File: src/uep_defs.svh
/*
 * Register offsets, field positions, reset values and interrupt bit
 * positions for the endpoint control block.
 * Assumes a 32-bit APB with an 8-bit byte address.
 */
`ifndef UEP_DEFS_SVH
`define UEP_DEFS_SVH
// ****************************************************************
// register map
// ****************************************************************
`define UEP_OFF_CTRL 8'h00
`define UEP_OFF_STAT 8'h20
`define UEP_OFF_CNT 8'h40
`define UEP_OFF_IRQ_STAT 8'h60
`define UEP_OFF_IRQ_MASK 8'h64
// ****************************************************************
// endpoint control fields
// ****************************************************************
`define UEP_CTRL_HSHK 4
`define UEP_CTRL_CONDIS 3
`define UEP_CTRL_OUTEN 2
`define UEP_CTRL_INEN 1
`define UEP_CTRL_STALL 0
`define UEP_CTRL_RST 5'h00
// ****************************************************************
// descriptor status fields
// ****************************************************************
`define UEP_STAT_OWN 7
`define UEP_STAT_TOGGLE 6
`define UEP_STAT_SYNC_EN 3
`define UEP_STAT_BUF_STALL 2
`define UEP_STAT_RST 8'h00
`define UEP_CNT_RST 8'h00
// ****************************************************************
// interrupt status bits
// ****************************************************************
`define UEP_IRQ_STALL 0
`define UEP_IRQ_SETUP 1
`define UEP_IRQ_DONE 2
`define UEP_IRQ_TOGERR 3
`define UEP_IRQ_RST 4'h0
`endif

File: src/uep_pkg.sv
/*
 * Types shared by the endpoint control block.
 * Assumes nothing beyond a SystemVerilog tool.
 */
package uep_pkg;
  // token kinds handed over by the serial interface engine
  typedef enum logic [1:0] {
    UEP_PID_OUT,
    UEP_PID_IN,
    UEP_PID_SETUP
  } uep_pid_type;
  // answer the engine gives to the host
  typedef enum logic [2:0] {
    UEP_RESP_NONE,
    UEP_RESP_ACK,
    UEP_RESP_NAK,
    UEP_RESP_STALL,
    UEP_RESP_DATA
  } uep_resp_type;
endpackage

File: src/uep_dec_if.sv
/*
 * Carrier between the register top and the token decision logic.
 * Assumes the top drives the token side and reads the decision.
 */
interface uep_dec_if;
  logic tok_valid;
  uep_pkg::uep_pid_type pid;
  logic toggle;
  logic [4:0] ctrl;
  logic [7:0] stat;
  uep_pkg::uep_resp_type resp;
  logic set_stall;
  logic done;
  logic tog_err;
  modport eng (input tok_valid, pid, toggle, ctrl, stat,
               output resp, set_stall, done, tog_err);
  modport top (output tok_valid, pid, toggle, ctrl, stat,
               input resp, set_stall, done, tog_err);
endinterface

File: src/uep_apb_slave.sv
/*
 * APB slave handshake: one wait state, registered answer.
 * Assumes the top supplies read data and a hit flag combinationally.
 */
module uep_apb_slave (
  input wire logic ref_clk,
  input wire logic rst,
  input wire logic psel,
  input wire logic penable,
  input wire logic pwrite,
  input wire logic [31:0] rd_data,
  input wire logic hit,
  output logic pready_r,
  output logic [31:0] prdata_r,
  output logic pslverr_r,
  output logic wr_en
);
  // answer one cycle into the access phase
  always_ff @(posedge ref_clk)
  begin
    if (rst)
    begin
      pready_r <= 1'b0;
      prdata_r <= 32'h0000_0000;
      pslverr_r <= 1'b0;
    end
    else
    begin
      pready_r <= psel & penable & ~pready_r;
      prdata_r <= (psel & penable & ~pready_r & ~pwrite) ? rd_data : 32'h0000_0000;
      pslverr_r <= psel & penable & ~pready_r & ~hit;
    end
  end

  // write lands at the edge that samples pready high
  assign wr_en = psel & penable & pready_r & pwrite & hit;
endmodule

File: src/uep_tok_engine.sv
/*
 * Decides the answer to one token from the endpoint and descriptor bits.
 * Assumes the top presents the addressed endpoint's registers.
 */
`include "uep_defs.svh"
module uep_tok_engine (
  uep_dec_if.eng dec
);
  logic hshk, condis, out_en, in_en, stall, own, tog_bit, sync_en, buf_stall, is_out, is_in;
  assign hshk = dec.ctrl[`UEP_CTRL_HSHK];
  assign condis = dec.ctrl[`UEP_CTRL_CONDIS];
  assign out_en = dec.ctrl[`UEP_CTRL_OUTEN];
  assign in_en = dec.ctrl[`UEP_CTRL_INEN];
  assign stall = dec.ctrl[`UEP_CTRL_STALL] & (out_en | in_en);
  assign own = dec.stat[`UEP_STAT_OWN];
  assign tog_bit = dec.stat[`UEP_STAT_TOGGLE];
  assign sync_en = dec.stat[`UEP_STAT_SYNC_EN];
  assign buf_stall = dec.stat[`UEP_STAT_BUF_STALL];
  assign is_out = dec.pid == uep_pkg::UEP_PID_OUT;
  assign is_in = dec.pid == uep_pkg::UEP_PID_IN;

  // priority: refusal, stall, ownership, buffer stall, toggle, transfer
  always_comb
  begin
    uep_pkg::uep_resp_type r;
    r = uep_pkg::UEP_RESP_NONE;
    dec.done = 1'b0;
    dec.tog_err = 1'b0;
    if (!dec.tok_valid)
      r = uep_pkg::UEP_RESP_NONE;
    else if (dec.pid == uep_pkg::UEP_PID_SETUP && (condis || !(out_en && in_en)))
      r = uep_pkg::UEP_RESP_NONE;
    else if ((is_out && !out_en) || (is_in && !in_en))
      r = uep_pkg::UEP_RESP_NONE; // see R5
    else if (stall && dec.pid != uep_pkg::UEP_PID_SETUP)
      r = uep_pkg::UEP_RESP_STALL;
    else if (!own)
      r = uep_pkg::UEP_RESP_NAK;
    else if (buf_stall)
      r = uep_pkg::UEP_RESP_STALL;
    else if (is_out && sync_en && dec.toggle != tog_bit)
    begin
      r = uep_pkg::UEP_RESP_ACK;
      dec.tog_err = 1'b1;
    end
    else
    begin
      r = is_in ? uep_pkg::UEP_RESP_DATA : uep_pkg::UEP_RESP_ACK;
      dec.done = 1'b1;
    end
    dec.set_stall = r == uep_pkg::UEP_RESP_STALL;
    // isochronous: no handshake packets at all
    if (!hshk && r != uep_pkg::UEP_RESP_DATA)
      r = uep_pkg::UEP_RESP_NONE;
    dec.resp = r;
  end
endmodule

File: src/uep_top.sv
/*
 * Endpoint control and buffer descriptor status block.
 * Assumes one 100 MHz clock, synchronous reset and a token source that
 * presents at most one token per cycle as a one-cycle pulse.
 */
// Added by the designer: the register addresses and the APB interface to the registers.
// Behaviour
// eight endpoints, identical control registers each
// handshake enable bit 4 gates handshakes
// control disable bit 3 refuses SETUP
// firmware sets both enables for IN/OUT
// OUT served only with bit 2 set
// IN served only with bit 1 set
// issued STALL sets sticky stall bit 0
// stall bit ignored on disabled endpoint
// bits 7:5 read zero; others reset zero
// firmware initialises ownership before use
// toggle bit picks DATA1/DATA0 under sync
// firmware keeps status bits 5:4 zero
// ownership zero: engine leaves descriptor alone
// toggle mismatch ignored, SETUP excepted
// byte count high bits; buffer stall
`include "uep_defs.svh"
module uep_top (
  input wire logic ref_clk,
  input wire logic rst,
  input wire logic psel,
  input wire logic penable,
  input wire logic pwrite,
  input wire logic [7:0] paddr,
  input wire logic [31:0] pwdata,
  output logic [31:0] prdata,
  output logic pready,
  output logic pslverr,
  input wire logic tok_valid,
  input wire uep_pkg::uep_pid_type tok_pid,
  input wire logic [2:0] tok_ep,
  input wire logic tok_toggle,
  input wire logic [9:0] tok_count,
  output logic resp_valid,
  output uep_pkg::uep_resp_type resp_code,
  output logic resp_toggle,
  output logic [9:0] resp_count,
  output logic irq
);
  // ****************************************************************
  // storage
  // ****************************************************************
  logic [4:0] ctrl_r [8];
  logic [7:0] stat_r [8];
  logic [7:0] cnt_r [8];
  logic [3:0] irq_stat_r;
  logic [3:0] irq_mask_r;
  logic resp_valid_r;
  uep_pkg::uep_resp_type resp_code_r;
  logic resp_toggle_r;
  logic [9:0] resp_count_r;
  logic irq_r;
  logic wr_en;
  logic hit;
  logic [31:0] rd_data;
  logic [3:0] irq_set;
  logic [3:0] irq_stat_nxt;
  uep_dec_if dec ();

  // ****************************************************************
  // bus slave
  // ****************************************************************
  uep_apb_slave u_apb (
    .ref_clk(ref_clk),
    .rst(rst),
    .psel(psel),
    .penable(penable),
    .pwrite(pwrite),
    .rd_data(rd_data),
    .hit(hit),
    .pready_r(pready),
    .prdata_r(prdata),
    .pslverr_r(pslverr),
    .wr_en(wr_en)
  );

  // address decode and read mux, word aligned
  always_comb
  begin
    hit = 1'b0;
    rd_data = 32'h0000_0000;
    if (paddr[1:0] == 2'h0)
    begin
      if (paddr[7:5] == `UEP_OFF_CTRL >> 5)
      begin
        hit = 1'b1;
        rd_data = {27'h0000000, ctrl_r[paddr[4:2]]};
      end
      else if (paddr[7:5] == `UEP_OFF_STAT >> 5)
      begin
        hit = 1'b1;
        rd_data = {24'h000000, stat_r[paddr[4:2]]};
      end
      else if (paddr[7:5] == `UEP_OFF_CNT >> 5)
      begin
        hit = 1'b1;
        rd_data = {24'h000000, cnt_r[paddr[4:2]]};
      end
      else if (paddr == `UEP_OFF_IRQ_STAT)
      begin
        hit = 1'b1;
        rd_data = {28'h0000000, irq_stat_r};
      end
      else if (paddr == `UEP_OFF_IRQ_MASK)
      begin
        hit = 1'b1;
        rd_data = {28'h0000000, irq_mask_r};
      end
    end
  end

  // ****************************************************************
  // token decision
  // ****************************************************************
  assign dec.tok_valid = tok_valid;
  assign dec.pid = tok_pid;
  assign dec.toggle = tok_toggle;
  assign dec.ctrl = ctrl_r[tok_ep];
  assign dec.stat = stat_r[tok_ep];

  uep_tok_engine u_eng (
    .dec(dec.eng)
  );

  // ****************************************************************
  // per endpoint registers
  // ****************************************************************
  genvar gi;
  generate
    for (gi = 0; gi < 8; gi++)
    begin : g_ep
      logic sel;
      logic wr_ctrl, wr_stat, wr_cnt;
      assign sel = tok_ep == 3'(gi);
      assign wr_ctrl = wr_en && paddr[7:5] == `UEP_OFF_CTRL >> 5 && paddr[4:2] == 3'(gi);
      assign wr_stat = wr_en && paddr[7:5] == `UEP_OFF_STAT >> 5 && paddr[4:2] == 3'(gi);
      assign wr_cnt = wr_en && paddr[7:5] == `UEP_OFF_CNT >> 5 && paddr[4:2] == 3'(gi);

      // control: firmware write, engine stall set wins
      always_ff @(posedge ref_clk)
      begin
        if (rst)
          ctrl_r[gi] <= `UEP_CTRL_RST;
        else
        begin
          if (wr_ctrl)
            ctrl_r[gi] <= pwdata[4:0];
          if (sel && dec.set_stall)
            ctrl_r[gi][`UEP_CTRL_STALL] <= 1'b1;
        end
      end

      // descriptor status: engine update wins over firmware write
      always_ff @(posedge ref_clk)
      begin
        if (rst)
          stat_r[gi] <= `UEP_STAT_RST;
        else if (sel && dec.done)
        begin
          stat_r[gi][`UEP_STAT_OWN] <= 1'b0;
          stat_r[gi][`UEP_STAT_TOGGLE] <= ~stat_r[gi][`UEP_STAT_TOGGLE];
          if (tok_pid == uep_pkg::UEP_PID_OUT)
            stat_r[gi][1:0] <= tok_count[9:8];
        end
        else if (wr_stat)
          stat_r[gi] <= {pwdata[7:6], 2'h0, pwdata[3:0]};
      end

      // low byte count
      always_ff @(posedge ref_clk)
      begin
        if (rst)
          cnt_r[gi] <= `UEP_CNT_RST;
        else if (sel && dec.done && tok_pid == uep_pkg::UEP_PID_OUT)
          cnt_r[gi] <= tok_count[7:0];
        else if (wr_cnt)
          cnt_r[gi] <= pwdata[7:0];
      end
    end
  endgenerate

  // ****************************************************************
  // answer to the host
  // ****************************************************************
  // registered answer, one cycle after the token
  always_ff @(posedge ref_clk)
  begin
    if (rst)
    begin
      resp_valid_r <= 1'b0;
      resp_code_r <= uep_pkg::UEP_RESP_NONE;
      resp_toggle_r <= 1'b0;
      resp_count_r <= 10'h000;
    end
    else
    begin
      resp_valid_r <= tok_valid;
      resp_code_r <= dec.resp;
      resp_toggle_r <= dec.stat[`UEP_STAT_TOGGLE];
      resp_count_r <= {dec.stat[1:0], cnt_r[tok_ep]};
    end
  end

  assign resp_valid = resp_valid_r;
  assign resp_code = resp_code_r;
  assign resp_toggle = resp_toggle_r;
  assign resp_count = resp_count_r;

  // ****************************************************************
  // interrupts
  // ****************************************************************
  assign irq_set[`UEP_IRQ_STALL] = dec.set_stall;
  assign irq_set[`UEP_IRQ_SETUP] = dec.done && tok_pid == uep_pkg::UEP_PID_SETUP;
  assign irq_set[`UEP_IRQ_DONE] = dec.done;
  assign irq_set[`UEP_IRQ_TOGERR] = dec.tog_err;

  // write one to clear, set wins
  always_comb
  begin
    irq_stat_nxt = irq_stat_r;
    if (wr_en && paddr == `UEP_OFF_IRQ_STAT)
      irq_stat_nxt = irq_stat_nxt & ~pwdata[3:0];
    irq_stat_nxt = irq_stat_nxt | irq_set;
  end

  // sticky status and mask
  always_ff @(posedge ref_clk)
  begin
    if (rst)
    begin
      irq_stat_r <= `UEP_IRQ_RST;
      irq_mask_r <= `UEP_IRQ_RST;
    end
    else
    begin
      irq_stat_r <= irq_stat_nxt;
      if (wr_en && paddr == `UEP_OFF_IRQ_MASK)
        irq_mask_r <= pwdata[3:0];
    end
  end

  // level interrupt output
  always_ff @(posedge ref_clk)
  begin
    if (rst)
      irq_r <= 1'b0;
    else
      irq_r <= |(irq_stat_r & irq_mask_r);
  end

  assign irq = irq_r;

  logic [4:0] t_ctrl;
  logic [7:0] t_stat;
  assign t_ctrl = ctrl_r[tok_ep];
  assign t_stat = stat_r[tok_ep];
endmodule

File: config.mk
export PLATFORM = sky130hd
export DESIGN_NAME = uep_top
export DESIGN_NICKNAME = d
export VERILOG_FILES = /design/src/uep_pkg.sv /design/src/uep_dec_if.sv /design/src/uep_apb_slave.sv /design/src/uep_tok_engine.sv /design/src/uep_top.sv
export VERILOG_INCLUDE_DIRS = /design/src
export SDC_FILE = /design/constraint.sdc
export NUM_CORES = 1
export LEC_CHECK = 0
export BUFFER_PORTS_ARGS = -buffer_cell sky130_fd_sc_hd__buf_2
export CAP_MARGIN = 5
export CORE_MARGIN = 2
export CORE_UTILIZATION = 50
export DETAILED_ROUTE_END_ITERATION = 7
export PLACE_DENSITY = 0.73
export SKIP_CTS_REPAIR_TIMING = 1
export SYNTH_ARGS = -nofsm -noshare
export SYNTH_HDL_FRONTEND = slang
export SYNTH_SLANG_ARGS = --single-unit
File: constraint.sdc
create_clock -name ref_clk -period 4.1 [get_ports ref_clk]
set_input_delay 0.205 -clock ref_clk [delete_from_list [all_inputs] [get_ports ref_clk]]
set_output_delay 0.205 -clock ref_clk [all_outputs]
set_load 0.05 [all_outputs]
==> flow_metrics.env <==
export IMPL_status="finished clean"
export IMPL_relSlewSlack=0.304
export IMPL_r2r_start="stat_r[0][3]"
export IMPL_min_period_ps=3310
export IMPL_setup_viol_count_final=0
export IMPL_nFillCells=1781
export IMPL_synth_compound_area_frac=0.108
export IMPL_rsz0062_at_grt="no"
export IMPL_ant_nets=0
export IMPL_final_nets=1069
export IMPL_cts_made_buffers=17
export IMPL_grt_max_degree=58
export IMPL_cp_max_fo=10
export IMPL_r2r_end="stat_r[0][4]"
export IMPL_ff_latch_area_um2=5250
export IMPL_syn_inst=980
export IMPL_insertion_delay_ps=450
export IMPL_syn_mean_instance_area_um2=11.3
export IMPL_dr_first_iter_drc_count=1376
export IMPL_fin_crit_sh=0.807
export IMPL_yosys_area_share_adder=0
export IMPL_hpwl_um=23600
export IMPL_cp_end_kind="flip-flop"
export IMPL_ios=112
export IMPL_area_growth_pct=9.58
export IMPL_pwr_density_cell_nw_per_um2=372
export IMPL_fin_tns_setup_ps=0
export IMPL_vias=8918
export IMPL_synth_top_family_by_area="multiplexers"
export IMPL_multi_input_area_um2=5300
export IMPL_yosys_warnings=0
export IMPL_die_x_um=153
export IMPL_first_pass_iters=5
export IMPL_start_kind="flip-flop"
export IMPL_yosys_area_share_simple=0.165
export IMPL_clock_sinks=186
export IMPL_async_flop_share=0
export IMPL_drv_slew=0
export IMPL_clockRootBuffer="clkbuf_16"
export IMPL_crit_chain="mux4_2 > mux2_2 > o2111a_1 > nor2_4 > and3_1 > and3_1 > mux2_2"
export IMPL_design_die_area_um2=23300
export IMPL_p_leak_nw=4.45
export IMPL_grt_pass1_vias=8588
export IMPL_tightest_slew_ps=1040
export IMPL_drive_gt1_frac=0.216
export IMPL_dp_cells=1268
export IMPL_peakVddDrop_uv=186
export IMPL_max_cap_viol_count=0
export IMPL_final_cell_count_no_fill=1300
export IMPL_critical_path_class="flip-flop to flip-flop"
export IMPL_cts_max_path_buffers=2
export IMPL_hold_end="u_apb.prdata_r[6]"
export IMPL_place_congestion=0.960
export IMPL_antennaDiodeCount=0
export IMPL_skew_ps=15.1
export IMPL_synth_ff_type="edfxtp_1"
export IMPL_start_util=0.507
export IMPL_fin_util=0.556
export IMPL_ys_types=67
export IMPL_grt_usage=0.294
export IMPL_drc=0
export IMPL_reg2reg_depth=7
export IMPL_holdCritStartpoint="paddr[7]"
export IMPL_synthXorXnorAreaFrac=0
export IMPL_hp_class="input port to flip-flop"
export IMPL_io_buffers=63
export IMPL_cp_required_ps=4300
export IMPL_grt_pass1_wl_um=51900
export IMPL_num_rows=54
export IMPL_worstPathArrival_ps=3510
export IMPL_synth_mux_area_frac=0.198
export IMPL_finalPower_w=0.00450
export IMPL_core_um2=21800
export IMPL_synth_edff_count=152
export IMPL_ys_seq_area_frac=0.475
export IMPL_slowest_delay_ps=550
export IMPL_antenna_found_initial=0
export IMPL_hold_worst_slack_ps=38.6
export IMPL_ys_ff_latch=186
export IMPL_fmax_mhz=302
export IMPL_htree_num_levels=4
export IMPL_grt_ovfl_total=0
export IMPL_r2r_setup_slack_ps=790
export IMPL_synthesis_area_um2=11000
export IMPL_die_h_um=153
export IMPL_viasPerCell=6.86
export IMPL_totalWireLength_um=34200
export IMPL_cts_tree="done"
export IMPL_routedWlPerCell_um=26.3
export IMPL_path_clk_slew_ps=70
export IMPL_hold_depth=2
export IMPL_hold_viol_final=0
export IMPL_crit_path_top_delay_cell="and3_1"
export IMPL_path_delay_family="simple AND/OR/NAND/NOR gates"
export IMPL_path_buf_inv=0
-- area by class of cell --
cell class / count / share of cell area
Tap cell: 280 / 0.0290
Multi-Input combinational cell: 700 / 0.438
Clock buffer: 25 / 0.0446
Inverter: 8 / 0.00248
Timing Repair Buffer: 94 / 0.0455
Clock inverter: 7 / 0.00652
Sequential cell: 186 / 0.434
-- metrics by stage --
step           cell area (um^2)  worst slack (ps)
2_1_floorplan             11100              1040
3_3_place_gp              11500               485
3_5_place_dp              11500               451
4_1_cts                   12100               866
5_1_grt                   12100               711
6_report                  12100               792
-- state kept, by name, indices dropped and copies added (netlist names), 3 cells and up --
name,cells
cnt_r,64
stat_r,48
ctrl_r,40
resp_count,10
u_apb.prdata_r,8
irq_mask_r,4
irq_stat_r,4
resp_code,3
-- layer usage --
| layer | vias to the layer above | share of wire | track usage |
|---|---|---|---|
| met4 | 0 | 0.038 | 0.120 |
| met3 | 110 | 0.13 | 0.0876 |
| met5 | - | 0 | 0 |
| met1 | 4344 | 0.38 | 0.396 |
| li1 | 3775 | - | - |
| met2 | 689 | 0.46 | 0.447 |
-- worst max-delay path by stage --
stage	slack [ps]	end	depth (start not counted)	start
after global placement	490	cnt_r[1][5]	10	tok_ep[0]
after CTS	870	cnt_r[1][6]	7	stat_r[0][3]
after floorplan	1040	cnt_r[1][0]	11	tok_ep[1]
after detailed placement	450	cnt_r[1][0]	10	tok_ep[0]
after global routing	710	stat_r[0][4]	10	tok_ep[0]
final	790	stat_r[0][4]	7	stat_r[0][3]
-- power breakdown --
| part | internal [W] | switching (W) |
|---|---|---|
| sequential | 0.00210 | 0.0000353 |
| combinational | 0.000205 | 0.000429 |
| clock | 0.000982 | 0.000740 |
| total | 0.00329 | 0.00121 |
-- cells in the final DEF (no fill, tap or decap), drive strengths merged, types with 7 or more instances in the layout --
master and count:
nor2 103, nor3b 10, edfxtp 152, nand3 46, o2bb2ai 7, inv 8
nand2b 12, a211o 7, buf 94, clkbuf 25, mux4 68, dfxtp 34
nand4 13, o22ai 22, a21oi 22, nor2b 7, and2 9, nor3 31
conb 24, mux2 7, nand2 97, a2bb2o 13, or3 16, o32ai 7
mux2i 58, o21ai 39
-- cell families (layout without fill, tap and decap cells) --
| family | Yosys count | count (layout) |
|---|---|---|
| multiplexers | 133 | 133 |
| AND/OR/NAND/NOR | 375 | 375 |
| buffers and inverters | 117 | 134 |
| other | 1 | 24 |
| flip-flops | 186 | 186 |
| AO/OA/AOI/OAI | 168 | 168 |
-- cell usage after synthesis, types with 16 or more instances --
| cell | number | area (um^2) |
|---|---|---|
| o21ai_0 | 26 | 130 |
| clkbuf_1 | 56 | 210 |
| o22ai_1 | 22 | 138 |
| nor2_1 | 102 | 383 |
| buf_2 | 18 | 90.1 |
| buf_4 | 27 | 203 |
| or3_1 | 16 | 100 |
| a21oi_1 | 22 | 110 |
| mux2i_1 | 58 | 581 |
| mux4_2 | 68 | 1530 |
| edfxtp_1 | 152 | 4560 |
| nand3_1 | 45 | 225 |
| dfxtp_1 | 34 | 681 |
| nand2_1 | 97 | 364 |
| nor3_1 | 30 | 150 |
Note: power is estimated with default switching activity, not from simulation.
